[src/inc/twbf_pkg.sv]
// Purpose: shared constants and types of the two-wire bus framing slave
// Assumes: one system clock, synchronous active-high reset
// Notes: the bus lines are sampled, never driven high
`default_nettype none
package twbf_pkg;
   localparam int ADDR_W = 7;
   localparam int BYTE_W = 8;
   localparam int CNT_W = 4;
   localparam logic [CNT_W-1:0] CNT_ZERO = 4'h0;
   localparam logic [CNT_W-1:0] CNT_ONE = 4'h1;
   localparam logic [CNT_W-1:0] CNT_BYTE = 4'h8;
   localparam logic [CNT_W-1:0] CNT_PKT = 4'h9;
   localparam logic [ADDR_W-1:0] GCALL_ADDR = 7'h00;
   localparam logic [3:0] RSVD_PREFIX = 4'hF;
   localparam logic DIR_READ = 1'b1;
   localparam logic [BYTE_W-1:0] BYTE_ZERO = 8'h00;

   typedef enum logic [2:0] {
      TWBF_IDLE, TWBF_ADDR, TWBF_ADDR_ACK, TWBF_WR_DATA, TWBF_WR_ACK,
      TWBF_RD_DATA, TWBF_RD_ACK, TWBF_IGNORE
   } twbf_state_t;

   // one received byte with its origin
   typedef struct packed {
      logic [BYTE_W-1:0] data;
      logic gcall;
   } twbf_rx_t;

   typedef struct packed {
      logic scl_s1;
      logic scl_s2;
      logic sda_s1;
      logic sda_s2;
      logic scl_q;
      logic sda_q;
      twbf_state_t st;
      logic [CNT_W-1:0] cnt;
      logic [BYTE_W-1:0] sh;
      logic is_read;
      logic is_gcall;
      logic mst_ack;
      logic sda_oe;
      logic busy;
      logic start_p;
      logic rstart_p;
      logic stop_p;
      logic rx_valid;
      twbf_rx_t rx;
      logic tx_take;
   } twbf_regs_t;
endpackage : twbf_pkg
`default_nettype wire

[src/twbf_slave.sv]
// Purpose: slave-side framing of the two-wire serial bus: start/stop, busy, address, data, acknowledge
// Assumes: i_mclk at 20 MHz, bus clock far slower (at least 8x), lines sampled through two flip-flops
// Notes: no clock stretching; a slave unable to serve simply leaves the acknowledge high
//
// Notes on behaviour
// - data line only changes while the clock line is low, except start/stop.
// - start and stop are data-line edges while the clock line is high.
// - bus is busy from a start until the next stop.
// - start while busy is a repeated start; bus stays busy.
// - address packet is nine clocks: seven address, direction, acknowledge.
// - direction bit one means read, zero means write.
// - matched slave pulls acknowledge low; if unable to serve it leaves it high.
// - after address not acknowledged, master ends with stop or repeated start.
// - address byte arrives most significant bit first.
// - all-zero address is general call; enabled slaves acknowledge writes and take data.
// - general call with read direction is never acknowledged.
// - addresses 1111xxx are reserved and never answered.
// - data packet is nine clocks: one byte and one acknowledge.
// - master makes clock and start/stop; receiver makes the acknowledge.
// - receiver acknowledges low on ninth clock, leaves high for not-acknowledge.
// - data bytes travel most significant bit first.
// - lines are only pulled low or released; wired-AND level.
// - interface is inactive while its power-down control is set.
`default_nettype none
module twbf_slave
   import twbf_pkg::*;
(
   input wire logic i_mclk,
   input wire logic i_rst,
   input wire logic i_serial_bus_power_down,
   input wire logic [ADDR_W-1:0] i_own_addr,
   input wire logic i_gcall_en,
   input wire logic i_scl_i,
   input wire logic i_sda_i,
   output logic o_sda_o,
   output logic o_sda_oe,
   input wire logic i_rx_ready,
   output logic o_rx_valid,
   output twbf_rx_t o_rx,
   input wire logic i_tx_valid,
   input wire logic [BYTE_W-1:0] i_tx_data,
   output logic o_tx_take,
   output logic o_bus_busy,
   output logic o_start,
   output logic o_rstart,
   output logic o_stop,
   output logic o_read_sel
);
   twbf_regs_t r_ff;
   twbf_regs_t nxt_r;
   logic scl_rise;
   logic scl_fall;
   logic start_det;
   logic stop_det;
   logic [ADDR_W-1:0] addr_in;
   logic addr_own;
   logic addr_gc;

   ////////////////////////////////////////////////////////////////////////////
   // line events, taken only from the second synchroniser stage onward
   always_comb begin
      scl_rise = r_ff.scl_s2 && !r_ff.scl_q;
      scl_fall = !r_ff.scl_s2 && r_ff.scl_q;
      start_det = r_ff.scl_s2 && r_ff.scl_q && r_ff.sda_q && !r_ff.sda_s2;
      stop_det = r_ff.scl_s2 && r_ff.scl_q && !r_ff.sda_q && r_ff.sda_s2;
      addr_in = r_ff.sh[BYTE_W-1:1];
      // reserved prefix and the general-call address never match as own, even if strapped so
      addr_own = (addr_in == i_own_addr) && (addr_in[ADDR_W-1 -: 4] != RSVD_PREFIX)
         && (addr_in != GCALL_ADDR);
      addr_gc = i_gcall_en && (addr_in == GCALL_ADDR) && (r_ff.sh[0] != DIR_READ);
   end

   ////////////////////////////////////////////////////////////////////////////
   always_comb begin
      nxt_r = r_ff;
      nxt_r.scl_s1 = i_scl_i;
      nxt_r.scl_s2 = r_ff.scl_s1;
      nxt_r.sda_s1 = i_sda_i;
      nxt_r.sda_s2 = r_ff.sda_s1;
      nxt_r.scl_q = r_ff.scl_s2;
      nxt_r.sda_q = r_ff.sda_s2;
      nxt_r.start_p = 1'b0;
      nxt_r.rstart_p = 1'b0;
      nxt_r.stop_p = 1'b0;
      nxt_r.rx_valid = 1'b0;
      nxt_r.tx_take = 1'b0;
      if (start_det) begin
         nxt_r.start_p = 1'b1;
         nxt_r.rstart_p = r_ff.busy;
         nxt_r.busy = 1'b1;
         nxt_r.st = TWBF_ADDR;
         nxt_r.cnt = CNT_ZERO;
         nxt_r.sda_oe = 1'b0;
      end else if (stop_det) begin
         nxt_r.stop_p = 1'b1;
         nxt_r.busy = 1'b0;
         nxt_r.st = TWBF_IDLE;
         nxt_r.sda_oe = 1'b0;
      end else if (scl_rise) begin
         // sample on the rising clock; bits 0..7 shift in msb first
         if (r_ff.cnt < CNT_BYTE) begin
            nxt_r.sh = {r_ff.sh[BYTE_W-2:0], r_ff.sda_s2};
         end else begin
            nxt_r.mst_ack = !r_ff.sda_s2;
         end
         nxt_r.cnt = r_ff.cnt + CNT_ONE;
      end else if (scl_fall) begin
         // every drive change happens here, while the clock is low
         case (r_ff.st)
            TWBF_ADDR: begin
               if (r_ff.cnt == CNT_BYTE) begin
                  nxt_r.is_read = (r_ff.sh[0] == DIR_READ);
                  nxt_r.is_gcall = addr_gc;
                  if ((addr_own || addr_gc) && ((r_ff.sh[0] == DIR_READ) ? i_tx_valid : i_rx_ready)) begin
                     nxt_r.sda_oe = 1'b1;
                     nxt_r.st = TWBF_ADDR_ACK;
                  end else begin
                     // not ours or cannot serve: wait for stop or repeated start
                     nxt_r.st = TWBF_IGNORE;
                  end
               end
            end
            TWBF_ADDR_ACK, TWBF_RD_ACK: begin
               nxt_r.cnt = CNT_ZERO;
               if (r_ff.is_read && (r_ff.st == TWBF_ADDR_ACK || r_ff.mst_ack)) begin
                  if (i_tx_valid) begin
                     nxt_r.sh = i_tx_data;
                     nxt_r.tx_take = 1'b1;
                     nxt_r.sda_oe = !i_tx_data[BYTE_W-1];
                     nxt_r.st = TWBF_RD_DATA;
                  end else begin
                     // no byte to send: release and let the master see ones
                     nxt_r.sda_oe = 1'b0;
                     nxt_r.st = TWBF_IGNORE;
                  end
               end else if (r_ff.is_read) begin
                  nxt_r.sda_oe = 1'b0;
                  nxt_r.st = TWBF_IGNORE;
               end else begin
                  nxt_r.sda_oe = 1'b0;
                  nxt_r.st = TWBF_WR_DATA;
               end
            end
            TWBF_WR_DATA: begin
               if (r_ff.cnt == CNT_BYTE) begin
                  nxt_r.rx_valid = 1'b1;
                  nxt_r.rx.data = r_ff.sh;
                  nxt_r.rx.gcall = r_ff.is_gcall;
                  nxt_r.sda_oe = i_rx_ready;
                  nxt_r.st = i_rx_ready ? TWBF_WR_ACK : TWBF_IGNORE;
               end
            end
            TWBF_WR_ACK: begin
               nxt_r.cnt = CNT_ZERO;
               nxt_r.sda_oe = 1'b0;
               nxt_r.st = TWBF_WR_DATA;
            end
            TWBF_RD_DATA: begin
               if (r_ff.cnt == CNT_BYTE) begin
                  nxt_r.sda_oe = 1'b0;
                  nxt_r.st = TWBF_RD_ACK;
               end else begin
                  // the rising clock already shifted sh, so its msb is the next bit out
                  nxt_r.sda_oe = !r_ff.sh[BYTE_W-1];
               end
            end
            TWBF_IDLE, TWBF_IGNORE: begin
               nxt_r.sda_oe = 1'b0;
            end
            default: begin
               nxt_r.st = TWBF_IDLE;
               nxt_r.sda_oe = 1'b0;
            end
         endcase
      end
      if (r_ff.st == TWBF_RD_ACK && r_ff.cnt == CNT_PKT && !scl_fall && !start_det && !stop_det) begin
         nxt_r.sda_oe = 1'b0;
      end
   end

   ////////////////////////////////////////////////////////////////////////////
   // power-down acts as a held reset: lines released, no state kept
   always_ff @(posedge i_mclk) begin
      if (i_rst || i_serial_bus_power_down) begin
         r_ff <= '{st: TWBF_IDLE, cnt: CNT_ZERO, sh: BYTE_ZERO, rx: '{data: BYTE_ZERO, gcall: 1'b0},
                   scl_s1: 1'b1, scl_s2: 1'b1, sda_s1: 1'b1, sda_s2: 1'b1, scl_q: 1'b1, sda_q: 1'b1,
                   default: 1'b0};
      end else begin
         r_ff <= nxt_r;
      end
   end

   always_comb begin
      o_sda_o = 1'b0;
      o_sda_oe = r_ff.sda_oe;
      o_rx_valid = r_ff.rx_valid;
      o_rx = r_ff.rx;
      o_tx_take = r_ff.tx_take;
      o_bus_busy = r_ff.busy;
      o_start = r_ff.start_p;
      o_rstart = r_ff.rstart_p;
      o_stop = r_ff.stop_p;
      o_read_sel = r_ff.is_read;
   end

   ////////////////////////////////////////////////////////////////////////////
   // checks
   property p_sda_hold;
      @(posedge i_mclk) disable iff (i_rst)
      ($changed(o_sda_oe) && o_sda_oe) |-> !r_ff.scl_q;
   endproperty
   a_sda_hold: assert property (p_sda_hold) else $error("sda driven low while clock high");

   property p_start_busy;
      @(posedge i_mclk) disable iff (i_rst || i_serial_bus_power_down)
      start_det |=> (o_bus_busy && o_start && r_ff.st == TWBF_ADDR);
   endproperty
   a_start_busy: assert property (p_start_busy) else $error("start did not mark bus busy");

   property p_busy_hold;
      @(posedge i_mclk) disable iff (i_rst || i_serial_bus_power_down)
      (o_bus_busy && !stop_det) |=> o_bus_busy;
   endproperty
   a_busy_hold: assert property (p_busy_hold) else $error("bus busy dropped without stop");

   property p_rstart;
      @(posedge i_mclk) disable iff (i_rst || i_serial_bus_power_down)
      o_rstart |-> (o_start && $past(o_bus_busy, 1) && o_bus_busy);
   endproperty
   a_rstart: assert property (p_rstart) else $error("repeated start flagged wrongly");

   property p_addr_ack;
      @(posedge i_mclk) disable iff (i_rst || i_serial_bus_power_down)
      (scl_fall && r_ff.st == TWBF_ADDR && r_ff.cnt == CNT_BYTE && addr_own && r_ff.sh[0] != DIR_READ
       && i_rx_ready && !start_det && !stop_det) |=> o_sda_oe ##0 r_ff.st == TWBF_ADDR_ACK;
   endproperty
   a_addr_ack: assert property (p_addr_ack) else $error("own address not acknowledged");

   property p_gcall_read;
      @(posedge i_mclk) disable iff (i_rst)
      (r_ff.st == TWBF_ADDR_ACK) |-> !(r_ff.sh[BYTE_W-1:1] == GCALL_ADDR && r_ff.sh[0] == DIR_READ);
   endproperty
   a_gcall_read: assert property (p_gcall_read) else $error("general call read acknowledged");

   property p_reserved;
      @(posedge i_mclk) disable iff (i_rst)
      (r_ff.st == TWBF_ADDR_ACK && !r_ff.is_gcall) |-> (r_ff.sh[BYTE_W-1 -: 4] != RSVD_PREFIX);
   endproperty
   a_reserved: assert property (p_reserved) else $error("reserved address acknowledged");

   property p_power_down;
      @(posedge i_mclk) disable iff (i_rst)
      i_serial_bus_power_down |=> (!o_sda_oe && !o_bus_busy && !o_rx_valid);
   endproperty
   a_power_down: assert property (p_power_down) else $error("active while powered down");

   property p_rx_byte;
      @(posedge i_mclk) disable iff (i_rst || i_serial_bus_power_down)
      o_rx_valid |-> ($past(r_ff.cnt, 1) == CNT_BYTE && o_rx.data == $past(r_ff.sh, 1));
   endproperty
   a_rx_byte: assert property (p_rx_byte) else $error("byte delivered before eighth bit");

   property p_stop_idle;
      @(posedge i_mclk) disable iff (i_rst || i_serial_bus_power_down)
      stop_det |=> (!o_bus_busy && o_stop && !o_sda_oe && r_ff.st == TWBF_IDLE);
   endproperty
   a_stop_idle: assert property (p_stop_idle) else $error("stop did not free the bus");

   property p_wr_ack;
      @(posedge i_mclk) disable iff (i_rst || i_serial_bus_power_down)
      (scl_fall && r_ff.st == TWBF_WR_DATA && r_ff.cnt == CNT_BYTE)
         |=> (o_rx_valid && o_rx.data == $past(r_ff.sh, 1) && o_sda_oe == $past(i_rx_ready, 1));
   endproperty
   a_wr_ack: assert property (p_wr_ack) else $error("data acknowledge wrong");

   property p_tx_take;
      @(posedge i_mclk) disable iff (i_rst || i_serial_bus_power_down)
      o_tx_take |-> (r_ff.st == TWBF_RD_DATA && r_ff.sh == $past(i_tx_data, 1) && o_sda_oe == !r_ff.sh[BYTE_W-1]);
   endproperty
   a_tx_take: assert property (p_tx_take) else $error("read byte not loaded msb first");

   property p_rd_release;
      @(posedge i_mclk) disable iff (i_rst || i_serial_bus_power_down)
      (r_ff.st == TWBF_RD_ACK) |-> !o_sda_oe;
   endproperty
   a_rd_release: assert property (p_rd_release) else $error("transmitter drove the ack clock");

   property p_addr_shift;
      @(posedge i_mclk) disable iff (i_rst || i_serial_bus_power_down)
      (scl_rise && r_ff.cnt < CNT_BYTE) |=> (r_ff.sh[0] == $past(r_ff.sda_s2, 1));
   endproperty
   a_addr_shift: assert property (p_addr_shift) else $error("bit not shifted in at clock rise");

   c_write: cover property (@(posedge i_mclk) o_rx_valid && !o_rx.gcall);
   c_read: cover property (@(posedge i_mclk) o_tx_take);
   c_rstart: cover property (@(posedge i_mclk) o_rstart);
   c_gcall: cover property (@(posedge i_mclk) o_rx_valid && o_rx.gcall);
   c_refuse: cover property (@(posedge i_mclk) r_ff.st == TWBF_IGNORE && $past(r_ff.st) == TWBF_ADDR);
endmodule : twbf_slave
`default_nettype wire

[config.mk]
export PLATFORM = sky130hd
export DESIGN_NAME = twbf_slave
export DESIGN_NICKNAME = d
export VERILOG_FILES = /design/src/inc/twbf_pkg.sv /design/src/twbf_slave.sv
export SDC_FILE = /design/constraint.sdc
export NUM_CORES = 1
export LEC_CHECK = 0
export ABC_AREA = 1
export BUFFER_PORTS_ARGS = -buffer_cell sky130_fd_sc_hd__buf_2
export CAP_MARGIN = 20
export CORE_MARGIN = 1.5
export CORE_UTILIZATION = 54
export CTS_BUF_LIST = sky130_fd_sc_hd__clkbuf_16
export DETAILED_ROUTE_END_ITERATION = 10
export GPL_TIMING_DRIVEN = 1
export PLACE_DENSITY_LB_ADDON = 0.25
export SLEW_MARGIN = 20
export SYNTH_ARGS = -nofsm -noshare
export SYNTH_HDL_FRONTEND = slang
export SYNTH_SLANG_ARGS = --single-unit
[constraint.sdc]
create_clock -name i_mclk -period 2 [get_ports i_mclk]
set_input_delay 0.2 -clock i_mclk [delete_from_list [all_inputs] [get_ports i_mclk]]
set_output_delay 0.2 -clock i_mclk [all_outputs]
set_load 0.03 [all_outputs]
==> impl_metrics.csv <==
group,metric,value,unit
sta,final_hold_viol_count,0,
logic_synthesis,seq_area_frac_synth,38.6,%
global_routing,first_global_vias,1719,
sta,period_needed,1.67,ns
logic_synthesis,synth_nets,313,
cts,postCtsSetupRepairBufs,0,
logic_synthesis,synth_async_sr_flop_share,0,%
sta,fmax,0.599,GHz
power,ir_worst_vdd,0.000464,V
placement,portBuffers,39,
detailed_routing,antenna_left,0,
power,total_power,1.76,mW
logic_synthesis,yosysUniqueCellTypes,39,
cts,clockRootBuffer,"clkbuf_16",
placement,dpl.hpwl,3330,um
layout,final_nets,346,
detailed_routing,drt_wl_total,4240,um
worst_hold_path,hp-class,"input pin to flip-flop",
worst_hold_path,hold_path_depth,2,
global_routing,grt-ovfl-total,0,
sta,rsz0062_at_grt,"no",
logic_synthesis,synth_largest_area_cell,"dfxtp_1",
global_routing,grt_pass1_wl,7170,um
detailed_routing,routed-via-count,1827,
floorplan,core,3660,um^2
sta,setup_viol,0,
floorplan,die_w,65.0,um
detailed_routing,drt-vias-per-instance,5.01,
cts,clk_latency,0.28,ns
logic_synthesis,synth.top_cell.area_share,38.6,%
logic_synthesis,synth-seq-cells,40,
logic_synthesis,ys_warn_count,0,
cts,clockBufferDepth,2,
floorplan,fp-row-count,22,
power,powerDensity,737,nW/um^2
logic_synthesis,synthesis.area,2070,um^2
power,p_leak,1.09,nW
layout,design_area,2400,um^2
cts,clk_pin_slew,0.06,ns
placement,gp_congestion,0.941,
floorplan,initial_core_util,56.6,%
cts,cts-buffers-inserted,5,
logic_synthesis,syn_inst,283,
layout,layout-drive-gt1-share,24.6,%
setup_path,arrival,1.84,ns
setup_path,r2r_setup_slack,0.33,ns
global_routing,track_usage,22.2,%
sta,hold_ws,0.0995,ns
logic_synthesis,synth_area_leaders,"dfxtp_1, nand2_1, o21ai_0",
flow_run,drv_cap,0,
global_routing,grt_max_degree,24,
sta,finClkSkew,0.00574,ns
setup_path,worstSetupPathType,"flip-flop to flip-flop",
layout,n_fill_cell,347,
detailed_routing,drc,0,
global_routing,antenna_found_initial,0,
detailed_routing,avgRoutedWirePerCell,11.6,um
sta,period_share,83.4,%
logic_synthesis,yosysMostFrequentCell,"nand2_1",
cts,h-tree-depth,2,
logic_synthesis,synth.top_cells.by_count,"nand2_1, dfxtp_1, inv_1, o21ai_0, nor2_1",
logic_synthesis,synthFlopType,"dfxtp_1",
setup_path,cp.required,2.17,ns
setup_path,rr_worst_depth,8,
sta,setup_tns,0,ns
floorplan,die_area,4220,um^2
cts,cts.sinks,40,
floorplan,dieHeight,65.0,um
layout,antennaDiodeCount,0,
logic_synthesis,avgSynthCellArea,7.33,um^2
setup_path,crit_fanout,17,
setup_path,startpoint_type,"flip-flop",
placement,dpl-instance-area,2230,um^2
detailed_routing,first_iter_violations,84,
cts,cts_tree,"yes",
logic_synthesis,synth_edf_count,0,
floorplan,pin_count,41,
detailed_routing,first_pass_iters,4,
setup_path,end_kind,"flip-flop",
run_status,outcome,"completed",
sta,slew_viol_final,0,
layout,area_growth,15.6,%
cts,cts_resized,0,
cts,cts-hold-fix-buffers,0,
[state kept, by name, indices dropped and copies added (netlist names)]
| signal | count |
|---|---|
| o_bus_busy | 1 |
| o_start | 1 |
| o_read_sel | 1 |
| o_tx_take | 1 |
| o_sda_oe | 1 |
| o_rx | 9 |
| o_stop | 1 |
| addr_in | 7 |
| o_rx_valid | 1 |
| nxt_r | 4 |
| r_ff | 12 |
| o_rstart | 1 |
[metrics by stage]
step	util [%]	worst slack [ns]	std cells
finish	65.4	0.332	365
floorplan	-	0.512	283
CTS	65.4	0.336	365
detailed placement	61.0	0.345	357
global route	65.4	0.130	365
global placement	61.0	0.428	357
[area by class of cell]
cell class	count	area (um^2)	area share (%)
Sequential cell	40	801	33.4
Clock inverter	3	37.5	1.57
Clock buffer	5	125	5.22
Inverter	39	148	6.16
Tap cell	48	60.1	2.51
Timing Repair Buffer	41	210	8.77
Multi-Input combinational cell	189	1010	42.3
[worst paths after layout]
| kind | start | end |
|---|---|---|
| worst max-delay path | r_ff[35] | o_rx[6] |
| worst min-delay path | i_scl_i | nxt_r[38] |
| worst max register to register | r_ff[35] | o_rx[6] |
| worst min register to register | nxt_r[36] | nxt_r[34] |
[worst max-delay path, cell delays in order, from the launching register on]
cell and delay [ns]:
dfxtp_1 0.38, ha_1 0.23, nand3_2 0.12, nand2_1 0.17, nor3_2 0.07, nand2_1 0.10, clkinv_2 0.19, o21ai_0 0.24
a21oi_1 0.06
[layer usage]
| metal | vias up | track usage, % | wire length (um) |
|---|---|---|---|
| met4 | 0 | 10.9 | 120 |
| li1 | 964 | - | - |
| met5 | - | 0 | 0 |
| met1 | 810 | 24.8 | 1920 |
| met3 | 12 | 6.25 | 179 |
| met2 | 41 | 38.7 | 2020 |
[cell families after synthesis]
family | share of synthesized area [%]
simple gates | 24.1
compound gates | 18.8
buf+inv | 12.4
flops | 38.6
fa+ha+maj | 4.22
xor+xnor | 1.69
other cells | 0.181
[power breakdown]
group,switching (mW),leakage (nW),total [mW],internal [mW]
clock network,0.301,0.0789,0.880,0.579
logic,0.0475,0.686,0.0828,0.0353
registers,0.00158,0.323,0.802,0.800
total,0.350,1.09,1.76,1.41
[layout by cell type, fill, tap and decap left out, types with 2 or more instances in the layout]
master / count
o21ai_2: 3
nor3_1: 3
buf_2: 39
ha_1: 7
nor2_1: 28
a21oi_1: 23
nor2_2: 5
dfxtp_1: 40
nand2_2: 3
clkinv_1: 2
xnor2_1: 3
clkbuf_16: 5
o21ai_0: 29
or2_2: 4
nand3_1: 7
a31oi_1: 2
o21ai_1: 3
nand2_1: 49
nand3_2: 2
a21oi_2: 3
inv_2: 6
buf_4: 2
inv_1: 32
No activity file was read; power rests on OpenSTA's default activity.
